## src/logic/mos_regs.svh

```systemverilog
// Register offsets, field positions, reset values and timing counts of the monitor scaler
`ifndef MOS_REGS_SVH
`define MOS_REGS_SVH

// Register byte offsets
`define MOS_ADDR_SRC 8'h00
`define MOS_ADDR_FREQ_REF 8'h04
`define MOS_ADDR_CUR_REF 8'h08
`define MOS_ADDR_FILT 8'h0C
`define MOS_ADDR_PCAL 8'h10
`define MOS_ADDR_ACAL 8'h14
`define MOS_ADDR_ACCESS 8'h18
`define MOS_ADDR_STATUS 8'h1C
`define MOS_ADDR_ANALOG 8'h20

// Field positions
`define MOS_SRC_PULSE_LSB 0
`define MOS_SRC_ANALOG_LSB 8
`define MOS_ACC_UGRP_LSB 8
`define MOS_STAT_PSAT_BIT 24
`define MOS_STAT_ASAT_BIT 25

// Reset values and write clamp limits
`define MOS_SRC_RST 5'h01
`define MOS_FREQ_REF_RST 16'h1770
`define MOS_FREQ_REF_MAX 32'h00009C40
`define MOS_CUR_REF_RST 20'h01388
`define MOS_CUR_REF_MAX 20'h0C350
`define MOS_FILT_RST 9'h001
`define MOS_FILT_MAX 32'h000001F4
`define MOS_CAL_RST 16'h1000

// Scaling: Q16 ratio, 1.0 = full scale
`define MOS_Q16_ONE 18'h10000
`define MOS_PULSE_FULL_PPS 1440
`define MOS_PULSE_MAX_PPS 2400
`define MOS_PULSE_CAP_Q16 ((`MOS_PULSE_MAX_PPS * 65536) / `MOS_PULSE_FULL_PPS)
`define MOS_DAC_FULL 16'hFFFF

// Timing
`define MOS_CLK_MHZ 50
`define MOS_FILT_TICK_US 1000
`define MOS_FILT_TICK_CYCLES (`MOS_FILT_TICK_US * `MOS_CLK_MHZ)
`define MOS_NCO_INC_FULL ((64'h1 * `MOS_PULSE_FULL_PPS * 64'h100000000) / (64'h1 * `MOS_CLK_MHZ * 1000000))
`define MOS_FILT_ZERO_MS 7
`define MOS_FILT_MIN_SHIFT 3
`define MOS_FILT_MAX_SHIFT 13

`endif

```

## src/logic/mos_pkg.sv

```systemverilog
// Types shared by the monitor scaler
package mos_pkg;

  typedef enum logic [4:0] {
    MOS_SRC_NONE = 5'h00,
    MOS_SRC_FREQ = 5'h01,
    MOS_SRC_CURR = 5'h02,
    MOS_SRC_REF = 5'h15
  } mos_src_e;

  typedef enum logic [0:0] {
    MOS_DIV_IDLE = 1'b0,
    MOS_DIV_RUN = 1'b1
  } mos_div_e;

  typedef logic [17:0] mos_ratio_t;

endpackage

```

## src/logic/mos_pulse_gen.sv

```systemverilog
// Phase-accumulator pulse train generator with a 50 percent duty square wave
`timescale 1ns/1ns
module mos_pulse_gen (
  // Clock and reset
  input wire logic core_clk,
  input wire logic rst_n,
  // Phase increment per clock
  input wire logic [31:0] phaseInc,
  // Pulse train
  output logic pulseOut
);

  logic [31:0] phase;
  logic [31:0] next_phase;

  always_comb begin
    next_phase = phase + phaseInc;
  end

  always_ff @(posedge core_clk or negedge rst_n) begin
    if (!rst_n) begin
      phase <= 32'h00000000;
    end else begin
      phase <= next_phase;
    end
  end

  // Top bit toggles at exactly the programmed rate; no glitches since it is a flop
  assign pulseOut = phase[31];

endmodule

```

## src/logic/mos_lp_filter.sv

```systemverilog
// First-order low-pass on the analog output code, stepped on a tick
`timescale 1ns/1ns
module mos_lp_filter (
  // Clock and reset
  input wire logic core_clk,
  input wire logic rst_n,
  // Control
  input wire logic tick,
  input wire logic [3:0] shift,
  // Data
  input wire logic [15:0] target,
  output logic [15:0] filtered
);

  logic [31:0] acc;
  logic [31:0] next_acc;
  logic signed [32:0] diff;
  logic signed [32:0] step;

  always_comb begin
    diff = $signed({1'b0, target, 16'h0000}) - $signed({1'b0, acc});
    step = diff >>> shift;
    next_acc = acc;
    if (tick) begin
      // Fraction bits keep small steps from stalling at long time constants
      next_acc = acc + step[31:0];
    end
  end

  always_ff @(posedge core_clk or negedge rst_n) begin
    if (!rst_n) begin
      acc <= 32'h00000000;
    end else begin
      acc <= next_acc;
    end
  end

  assign filtered = acc[31:16];

endmodule

```

## src/logic/mos_monitor_output_scaler.sv

```systemverilog
// Monitor output scaler: APB registers, ratio divider, pulse and analog monitor paths
//
// The implementer's own choices: the address map and the APB slave port.
`timescale 1ns/1ns
`include "mos_regs.svh"

module mos_monitor_output_scaler #(
  parameter int unsigned FILT_TICK_CYCLES = `MOS_FILT_TICK_CYCLES,
  parameter logic [19:0] CUR_REF_RESET = `MOS_CUR_REF_RST,
  parameter logic [19:0] CUR_REF_MAX = `MOS_CUR_REF_MAX
) (
  // Clock and reset
  input wire logic core_clk,
  input wire logic rst_n,
  // APB slave
  input wire logic psel,
  input wire logic penable,
  input wire logic pwrite,
  input wire logic [7:0] paddr,
  input wire logic [31:0] pwdata,
  output logic [31:0] prdata,
  output logic pready,
  output logic pslverr,
  // Monitored quantities, 0.01 Hz and 0.01 A units
  input wire logic [15:0] monFreq,
  input wire logic [19:0] monCurrent,
  input wire logic motorRunning,
  // Monitor outputs
  output logic pulseMonitorOut,
  output logic [15:0] analogMonitorOut
);

  // Configuration registers
  logic [4:0] pulseSourceSelect;
  logic [4:0] analogSourceSelect;
  logic [15:0] freqFullScaleRef;
  logic [19:0] currentFullScaleRef;
  logic [8:0] analogOutFilterTime;
  logic [15:0] pulseCalGain;
  logic [15:0] analogCalGain;
  logic [1:0] paramWriteSelect;
  logic [7:0] userGroupReadSelect;
  logic [4:0] next_pulseSourceSelect;
  logic [4:0] next_analogSourceSelect;
  logic [15:0] next_freqFullScaleRef;
  logic [19:0] next_currentFullScaleRef;
  logic [8:0] next_analogOutFilterTime;
  logic [15:0] next_pulseCalGain;
  logic [15:0] next_analogCalGain;
  logic [1:0] next_paramWriteSelect;
  logic [7:0] next_userGroupReadSelect;
  logic [31:0] next_prdata;

  // Scaled results
  mos_pkg::mos_ratio_t ratioPulse;
  mos_pkg::mos_ratio_t ratioAnalog;
  logic [17:0] pulseRate;
  logic pulseSat;
  logic [15:0] analogTarget;
  logic analogSat;

  logic accessPhase;
  logic addrMapped;
  logic addrReadOnly;
  logic generalOk;
  logic gainOk;
  logic writeBlocked;

  assign accessPhase = psel & penable;
  // No wait states: read data is captured in the setup cycle
  assign pready = 1'b1;
  // Mode 0 allows general writes only while stopped; mode 2 always; mode 1 never
  assign generalOk = ((paramWriteSelect == 2'h0) & ~motorRunning) | (paramWriteSelect == 2'h2);
  assign gainOk = (userGroupReadSelect == 8'h00);

  always_comb begin
    addrMapped = 1'b1;
    addrReadOnly = 1'b0;
    writeBlocked = 1'b0;
    unique case (paddr)
      `MOS_ADDR_SRC, `MOS_ADDR_FILT: writeBlocked = ~generalOk;
      `MOS_ADDR_FREQ_REF, `MOS_ADDR_CUR_REF, `MOS_ADDR_ACCESS: writeBlocked = 1'b0;
      `MOS_ADDR_PCAL, `MOS_ADDR_ACAL: writeBlocked = ~gainOk;
      `MOS_ADDR_STATUS, `MOS_ADDR_ANALOG: addrReadOnly = 1'b1;
      default: addrMapped = 1'b0;
    endcase
  end

  assign pslverr = accessPhase & (~addrMapped | (pwrite & (addrReadOnly | writeBlocked)));

  always_comb begin
    next_pulseSourceSelect = pulseSourceSelect;
    next_analogSourceSelect = analogSourceSelect;
    next_freqFullScaleRef = freqFullScaleRef;
    next_currentFullScaleRef = currentFullScaleRef;
    next_analogOutFilterTime = analogOutFilterTime;
    next_pulseCalGain = pulseCalGain;
    next_analogCalGain = analogCalGain;
    next_paramWriteSelect = paramWriteSelect;
    next_userGroupReadSelect = userGroupReadSelect;
    next_prdata = prdata;
    if (accessPhase & pwrite & addrMapped & ~addrReadOnly & ~writeBlocked) begin
      unique case (paddr)
        `MOS_ADDR_SRC: begin
          next_pulseSourceSelect = pwdata[`MOS_SRC_PULSE_LSB +: 5];
          next_analogSourceSelect = pwdata[`MOS_SRC_ANALOG_LSB +: 5];
        end
        `MOS_ADDR_FREQ_REF: begin
          // Out-of-range settings clamp to 400.00 Hz
          next_freqFullScaleRef = (pwdata > `MOS_FREQ_REF_MAX) ?
              16'(`MOS_FREQ_REF_MAX) : pwdata[15:0];
        end
        `MOS_ADDR_CUR_REF: begin
          next_currentFullScaleRef = (pwdata > {12'h000, CUR_REF_MAX}) ?
              CUR_REF_MAX : pwdata[19:0];
        end
        `MOS_ADDR_FILT: begin
          next_analogOutFilterTime = (pwdata > `MOS_FILT_MAX) ?
              9'(`MOS_FILT_MAX) : pwdata[8:0];
        end
        `MOS_ADDR_PCAL: next_pulseCalGain = pwdata[15:0];
        `MOS_ADDR_ACAL: next_analogCalGain = pwdata[15:0];
        `MOS_ADDR_ACCESS: begin
          next_paramWriteSelect = pwdata[1:0];
          next_userGroupReadSelect = pwdata[`MOS_ACC_UGRP_LSB +: 8];
        end
        default: next_prdata = prdata;
      endcase
    end
    if (psel & ~penable & ~pwrite) begin
      next_prdata = 32'h00000000;
      unique case (paddr)
        `MOS_ADDR_SRC: begin
          next_prdata[`MOS_SRC_PULSE_LSB +: 5] = pulseSourceSelect;
          next_prdata[`MOS_SRC_ANALOG_LSB +: 5] = analogSourceSelect;
        end
        `MOS_ADDR_FREQ_REF: next_prdata[15:0] = freqFullScaleRef;
        `MOS_ADDR_CUR_REF: next_prdata[19:0] = currentFullScaleRef;
        `MOS_ADDR_FILT: next_prdata[8:0] = analogOutFilterTime;
        `MOS_ADDR_PCAL: next_prdata[15:0] = pulseCalGain;
        `MOS_ADDR_ACAL: next_prdata[15:0] = analogCalGain;
        `MOS_ADDR_ACCESS: begin
          next_prdata[1:0] = paramWriteSelect;
          next_prdata[`MOS_ACC_UGRP_LSB +: 8] = userGroupReadSelect;
        end
        `MOS_ADDR_STATUS: begin
          next_prdata[17:0] = pulseRate;
          next_prdata[`MOS_STAT_PSAT_BIT] = pulseSat;
          next_prdata[`MOS_STAT_ASAT_BIT] = analogSat;
        end
        `MOS_ADDR_ANALOG: next_prdata[15:0] = analogMonitorOut;
        default: next_prdata = 32'h00000000;
      endcase
    end
  end

  always_ff @(posedge core_clk or negedge rst_n) begin
    if (!rst_n) begin
      pulseSourceSelect <= `MOS_SRC_RST;
      analogSourceSelect <= `MOS_SRC_RST;
      freqFullScaleRef <= `MOS_FREQ_REF_RST;
      currentFullScaleRef <= CUR_REF_RESET;
      analogOutFilterTime <= `MOS_FILT_RST;
      pulseCalGain <= `MOS_CAL_RST;
      analogCalGain <= `MOS_CAL_RST;
      paramWriteSelect <= 2'h0;
      userGroupReadSelect <= 8'h00;
      prdata <= 32'h00000000;
    end else begin
      pulseSourceSelect <= next_pulseSourceSelect;
      analogSourceSelect <= next_analogSourceSelect;
      freqFullScaleRef <= next_freqFullScaleRef;
      currentFullScaleRef <= next_currentFullScaleRef;
      analogOutFilterTime <= next_analogOutFilterTime;
      pulseCalGain <= next_pulseCalGain;
      analogCalGain <= next_analogCalGain;
      paramWriteSelect <= next_paramWriteSelect;
      userGroupReadSelect <= next_userGroupReadSelect;
      prdata <= next_prdata;
    end
  end

  // Serial divider, value * 2^16 / reference, alternating between the two outputs
  mos_pkg::mos_div_e divState;
  mos_pkg::mos_div_e next_divState;
  logic divSel;
  logic next_divSel;
  logic [5:0] divCnt;
  logic [5:0] next_divCnt;
  logic [35:0] divNum;
  logic [35:0] next_divNum;
  logic [19:0] divDen;
  logic [19:0] next_divDen;
  logic [20:0] divRem;
  logic [20:0] next_divRem;
  logic [35:0] divQuo;
  logic [35:0] next_divQuo;
  mos_pkg::mos_ratio_t next_ratioPulse;
  mos_pkg::mos_ratio_t next_ratioAnalog;
  logic [4:0] selSrc;
  logic [19:0] selValue;
  logic [19:0] selDen;
  logic [20:0] trial;
  logic trialGe;
  logic [35:0] finalQuo;
  mos_pkg::mos_ratio_t satQuo;

  always_comb begin
    next_divState = divState;
    next_divSel = divSel;
    next_divCnt = divCnt;
    next_divNum = divNum;
    next_divDen = divDen;
    next_divRem = divRem;
    next_divQuo = divQuo;
    next_ratioPulse = ratioPulse;
    next_ratioAnalog = ratioAnalog;
    selSrc = divSel ? analogSourceSelect : pulseSourceSelect;
    selValue = 20'h00000;
    selDen = 20'h00000;
    if (selSrc == 5'(mos_pkg::MOS_SRC_FREQ)) begin
      selValue = {4'h0, monFreq};
      selDen = {4'h0, freqFullScaleRef};
    end else if (selSrc == 5'(mos_pkg::MOS_SRC_CURR)) begin
      selValue = monCurrent;
      selDen = currentFullScaleRef;
    end
    trial = {divRem[19:0], divNum[35]};
    trialGe = (trial >= {1'b0, divDen});
    finalQuo = {divQuo[34:0], trialGe};
    // Ratios beyond 4x full scale saturate; outputs cap far below that anyway
    satQuo = (|finalQuo[35:18]) ? 18'h3FFFF : finalQuo[17:0];
    unique case (divState)
      mos_pkg::MOS_DIV_IDLE: begin
        if (selDen == 20'h00000) begin
          // Unselected source or zero reference reads as zero
          if (divSel) next_ratioAnalog = 18'h00000;
          else next_ratioPulse = 18'h00000;
          next_divSel = ~divSel;
        end else begin
          next_divNum = {selValue, 16'h0000};
          next_divDen = selDen;
          next_divRem = 21'h000000;
          next_divQuo = 36'h000000000;
          next_divCnt = 6'h00;
          next_divState = mos_pkg::MOS_DIV_RUN;
        end
      end
      mos_pkg::MOS_DIV_RUN: begin
        next_divRem = trialGe ? (trial - {1'b0, divDen}) : trial;
        next_divQuo = finalQuo;
        next_divNum = {divNum[34:0], 1'b0};
        next_divCnt = divCnt + 6'h01;
        if (divCnt == 6'h23) begin
          if (divSel) next_ratioAnalog = satQuo;
          else next_ratioPulse = satQuo;
          next_divSel = ~divSel;
          next_divState = mos_pkg::MOS_DIV_IDLE;
        end
      end
    endcase
  end

  always_ff @(posedge core_clk or negedge rst_n) begin
    if (!rst_n) begin
      divState <= mos_pkg::MOS_DIV_IDLE;
      divSel <= 1'b0;
      divCnt <= 6'h00;
      divNum <= 36'h000000000;
      divDen <= 20'h00000;
      divRem <= 21'h000000;
      divQuo <= 36'h000000000;
      ratioPulse <= 18'h00000;
      ratioAnalog <= 18'h00000;
    end else begin
      divState <= next_divState;
      divSel <= next_divSel;
      divCnt <= next_divCnt;
      divNum <= next_divNum;
      divDen <= next_divDen;
      divRem <= next_divRem;
      divQuo <= next_divQuo;
      ratioPulse <= next_ratioPulse;
      ratioAnalog <= next_ratioAnalog;
    end
  end

  // Gain, reference output and saturation
  logic [33:0] pulseProd;
  logic [33:0] analogProd;
  logic [17:0] next_pulseRate;
  logic next_pulseSat;
  logic [15:0] next_analogTarget;
  logic next_analogSat;

  always_comb begin
    pulseProd = 34'(ratioPulse) * 34'(pulseCalGain);
    analogProd = 34'(ratioAnalog) * 34'(analogCalGain);
    next_pulseSat = 1'b0;
    next_analogSat = 1'b0;
    if (pulseSourceSelect == 5'(mos_pkg::MOS_SRC_REF)) begin
      next_pulseRate = `MOS_Q16_ONE;
    end else if (pulseProd[33:12] > 22'(`MOS_PULSE_CAP_Q16)) begin
      next_pulseRate = 18'(`MOS_PULSE_CAP_Q16);
      next_pulseSat = 1'b1;
    end else begin
      next_pulseRate = pulseProd[29:12];
    end
    if (analogSourceSelect == 5'(mos_pkg::MOS_SRC_REF)) begin
      next_analogTarget = `MOS_DAC_FULL;
    end else if (|analogProd[33:28]) begin
      next_analogTarget = `MOS_DAC_FULL;
      next_analogSat = 1'b1;
    end else begin
      next_analogTarget = analogProd[27:12];
    end
  end

  always_ff @(posedge core_clk or negedge rst_n) begin
    if (!rst_n) begin
      pulseRate <= 18'h00000;
      pulseSat <= 1'b0;
      analogTarget <= 16'h0000;
      analogSat <= 1'b0;
    end else begin
      pulseRate <= next_pulseRate;
      pulseSat <= next_pulseSat;
      analogTarget <= next_analogTarget;
      analogSat <= next_analogSat;
    end
  end

  // Pulse path: rate in Q16 of 1440/s to a phase increment
  logic [63:0] ncoProd;
  logic [31:0] phaseInc;
  assign ncoProd = 64'(pulseRate) * `MOS_NCO_INC_FULL;
  assign phaseInc = ncoProd[47:16];

  mos_pulse_gen mos_pulse_gen_inst (
    .core_clk(core_clk),
    .rst_n(rst_n),
    .phaseInc(phaseInc),
    .pulseOut(pulseMonitorOut)
  );

  // Filter tick divider, 1 ms step
  logic [31:0] tickCnt;
  logic [31:0] next_tickCnt;
  logic filtTick;
  logic next_filtTick;

  always_comb begin
    next_filtTick = (tickCnt == 32'(FILT_TICK_CYCLES - 1));
    next_tickCnt = next_filtTick ? 32'h00000000 : tickCnt + 32'h00000001;
  end

  always_ff @(posedge core_clk or negedge rst_n) begin
    if (!rst_n) begin
      tickCnt <= 32'h00000000;
      filtTick <= 1'b0;
    end else begin
      tickCnt <= next_tickCnt;
      filtTick <= next_filtTick;
    end
  end

  // Time constant rounded up to a power of two milliseconds; a coarse but cheap fit
  function automatic logic [3:0] filtShift(input logic [8:0] setting);
    logic [13:0] tauMs;
    logic [3:0] k;
    tauMs = 14'(setting) * 14'h000A;
    k = 4'(`MOS_FILT_MAX_SHIFT);
    for (int i = `MOS_FILT_MAX_SHIFT; i >= `MOS_FILT_MIN_SHIFT; i--) begin
      if ((32'h00000001 << i) >= 32'(tauMs)) k = 4'(i);
    end
    return k;
  endfunction

  logic [3:0] lpShift;
  assign lpShift = filtShift(analogOutFilterTime);

  mos_lp_filter mos_lp_filter_inst (
    .core_clk(core_clk),
    .rst_n(rst_n),
    .tick(filtTick),
    .shift(lpShift),
    .target(analogTarget),
    .filtered(analogMonitorOut)
  );

endmodule

```

## config.mk

```make
export PLATFORM = sky130hd
export DESIGN_NAME = mos_monitor_output_scaler
export DESIGN_NICKNAME = d
export VERILOG_FILES = /design/src/logic/mos_pkg.sv /design/src/logic/mos_pulse_gen.sv /design/src/logic/mos_lp_filter.sv /design/src/logic/mos_monitor_output_scaler.sv
export VERILOG_INCLUDE_DIRS = /design/src /design/src/logic
export SDC_FILE = /design/constraint.sdc
export NUM_CORES = 2
export LEC_CHECK = 0
export ABC_AREA = 0
export BUFFER_PORTS_ARGS = -buffer_cell sky130_fd_sc_hd__buf_2
export CAP_MARGIN = 20
export CORE_MARGIN = 2
export CORE_UTILIZATION = 25
export CTS_CLUSTER_DIAMETER = 150
export CTS_CLUSTER_SIZE = 12
export DETAILED_ROUTE_END_ITERATION = 10
export SKIP_LAST_GASP = 1
export SYNTH_ARGS = -nofsm -noshare
export SYNTH_HDL_FRONTEND = slang
export SYNTH_SLANG_ARGS = --single-unit
```

## constraint.sdc

```tcl
create_clock -name core_clk -period 9.1 [get_ports core_clk]
set_input_delay 0.91 -clock core_clk [delete_from_list [all_inputs] [get_ports core_clk]]
set_output_delay 0.91 -clock core_clk [all_outputs]
set_load 0.05 [all_outputs]
```

==> impl_metrics.yaml <==
floorplan:
  fp.coreArea_mm2: 0.186
  die_h_um: 437
  die_w_um: 437
  start_util: 0.252
  num_io_pins: 133
  die-area_mm2: 0.191
  core.rowCount: 158
timing:
  rsz0062_at_grt: "no"
  hold_slack_ns: 0.255
  worst_pin_slew_ns: 1.04
  max_slew_margin: 0.303
  drv_slew: 0
  setup_violations: 0
  clock-skew-final_ns: 0.0451
  period_minus_slack_ns: 8.56
  final.setup.tns_ns: 0
  fmax_ghz: 0.117
  fin_crit_sh: 0.941
  report.final.hold_viol_count: 0
drt:
  drt_wl_total_um: 136000
  vias: 36434
  drtAntennaViolNets: 0
  drt-wirelength-per-cell_um: 17.9
  dr.pass1.iters: 8
  drt_iter0_markers: 2871
  viasPerCell: 4.77
  drc: 0
logic_synthesis:
  synth_edf_count: 0
  yosys_warnings: 0
  synth_cells: 5129
  synthDistinctLibCells: 88
  ys_ff_latch: 391
  avgSynthCellArea_um2: 9.13
  synth-seq-area-share: 0.210
  ys_async_sr_fraction: 1.00
  ys.flop_type: "dfrtp_1"
  mappedNetlistArea_mm2: 0.0468
cells_and_area:
  final_cell_mix: "inv_1 (767), nand2_1 (670), fa_1 (575)"
  fill_cells: 19545
  drive_above_1_share: 0.0746
  final_common_cell: "inv_1"
  fin_nets: 6234
  syn_to_final_growth_pct: 9.70
placement:
  io_buffers: 121
  place_congestion: 0.921
  hpwl_um: 107000
clocking:
  cts_tree: "built"
  clk_pin_slew_worst_paths_ns: 0.07
  numCtsBuffers: 39
  root_buffer: "clkbuf_16"
  clockBufferDepth: 3
  htreeDepth: 2
  cts_sinks: 391
  post-cts-setup-buffers: 0
  clock_latency_ns: 0.64
setup_path:
  cp-start-kind: "flop"
  worstPathRequired_ns: 9.54
  path_max_fanout: 20
  critPathArrivalTime_ns: 9.00
  crit_type: "flop to flop"
  endpoint_kind: "flop"
global_route:
  grtUsageTotal: 0.142
  grt_pass1_vias: 37121
  grt_pass1_wl_um: 215000
  grt_max_degree: 156
  grt.overflow.total: 0
  grt_antenna_before_repair: 22
power_and_ir_drop:
  powerDensity_mw_per_mm2: 74.9
  max-vdd-ir-drop_v: 0.000134
  p_leak_uw: 0.0255
job:
  cap_violations: 0
min_path:
  min_path_type: "primary input to asynchronous set/reset pin"
outcome:
  status: "completed"
==> sequential cells by signal (all words and copies together), names as in the netlist, 20 cells and up <==
signal	cells
divQuo	35
mos_lp_filter_inst.acc	32
mos_pulse_gen_inst.phase	32
tickCnt	32
prdata	22
currentFullScaleRef	20
divDen	20
divNum	20
divRem	20
==> critical path: stages (launching register included) <==
cell and delay, ns:
dfrtp_1 1.01, nand2_1 0.19, fa_1 0.57, fa_1 0.44, fa_1 0.49, fa_1 0.49
inv_1 0.05, fa_1 0.52, inv_1 0.05, fa_1 0.52, inv_1 0.04, ha_1 0.31
nand2_1 0.06, o21ai_0 0.23, a31oi_1 0.15, a21o_1 0.25, a211oi_1 0.48, a21o_1 0.38
or3_1 0.19, a31oi_1 0.09, o221ai_1 0.79, nor2_1 0.16, a211o_1 0.44, a21oi_1 0.46
==> cell type report <==
| type | instances | area [um2] | area share |
|---|---|---|---|
| antenna | 9 | 22.5 | 0.000439 |
| clock buffer | 61 | 1060 | 0.0206 |
| clock inverter | 5 | 90.1 | 0.00175 |
| inverter | 768 | 2880 | 0.0561 |
| multi-input combinational | 3728 | 33100 | 0.645 |
| sequential | 391 | 9810 | 0.191 |
| tap | 2480 | 3100 | 0.0604 |
| timing repair buffer | 197 | 1250 | 0.0243 |
==> path summary, 6_finish.rpt <==
| path | start | endpoint | slack [ns] | cells past startpoint |
|---|---|---|---|---|
| max | pulseCalGain[2] | pulseRate[5] | 0.54 | 23 |
| min | rst_n | mos_pulse_gen_inst.phase[31] | 0.25 | 1 |
| min reg2reg | mos_pulse_gen_inst.phase[26] | mos_pulse_gen_inst.phase[26] | 0.46 | 1 |
| min in group core_clk | mos_pulse_gen_inst.phase[26] | mos_pulse_gen_inst.phase[26] | 0.46 | 1 |
| max reg2reg | pulseCalGain[2] | pulseRate[5] | 0.54 | 23 |
| max in group asynchronous | rst_n | mos_lp_filter_inst.acc[29] | 6.70 | 3 |
==> what timing repair did <==
action / CTS / global route
gates resized for setup: 0 / 3
hold buffers: 0 / 0
endpoints found under the setup margin: 0 / 7
==> cells in the mapped netlist, types with 19 or more instances <==
cell	instances	share of area
a211oi_1	25	0.0040
a21o_1	52	0.0083
a21oi_1	218	0.023
a221oi_1	25	0.0047
a22o_1	37	0.0069
a22oi_1	33	0.0053
a31oi_1	28	0.0037
and2_1	263	0.035
and3_1	28	0.0037
buf_1	23	0.0018
buf_4	31	0.0050
clkbuf_1	184	0.015
dfrtp_1	374	0.20
fa_1	575	0.25
ha_1	452	0.12
inv_1	767	0.062
mux2_2	75	0.018
mux2i_1	80	0.017
nand2_1	670	0.054
nand2b_1	24	0.0032
nand3_1	68	0.0073
nand4_1	31	0.0041
nor2_1	238	0.019
nor2b_1	43	0.0057
nor3_1	63	0.0067
nor4_1	35	0.0047
o21a_1	26	0.0042
o21ai_0	198	0.021
or3_1	19	0.0025
xnor2_1	118	0.022
xor2_1	56	0.010
==> cell families (layout without fill, tap and decap cells) <==
| group | count (synthesis) | after routing | share of synthesized area |
|---|---|---|---|
| AOI/OAI and AO/OA | 823 | 823 | 0.115 |
| xor gates and xnor gates | 174 | 174 | 0.0326 |
| adders and majority gates | 1027 | 1027 | 0.367 |
| buffers and inverters | 1020 | 1031 | 0.0849 |
| DFF | 391 | 391 | 0.210 |
| muxes | 155 | 155 | 0.0352 |
| other | 2 | 21 | 0.000160 |
| and+or+nand+nor | 1537 | 1537 | 0.156 |
==> per-layer routing <==
metal,vias up,global-route usage,share of wire
met5,-,0,0.00019
met4,4,0.0564,0.041
met3,225,0.0196,0.060
met2,1103,0.234,0.47
met1,18356,0.187,0.43
li1,16746,-,-
==> stage by stage <==
stage	cells	setup slack, ns	total power [uW]	util	cell area, um2
final	7639	0.538	3840	0.277	51300
after global routing	7637	0.0205	4010	0.277	51300
after CTS	7629	0.212	3900	0.276	51300
after detailed placement	7563	0.249	2250	0.270	50100
after global placement	7561	0.191	2240	0.270	50100
after floorplan	5139	1.13	2120	-	46800
==> power breakdown <==
group,switching (uW),leakage [uW],internal (uW)
registers,33.6,0.00529,1800
clock network,804,0.000548,815
logic,232,0.0197,162
No activity file was read; power rests on OpenSTA's default activity.
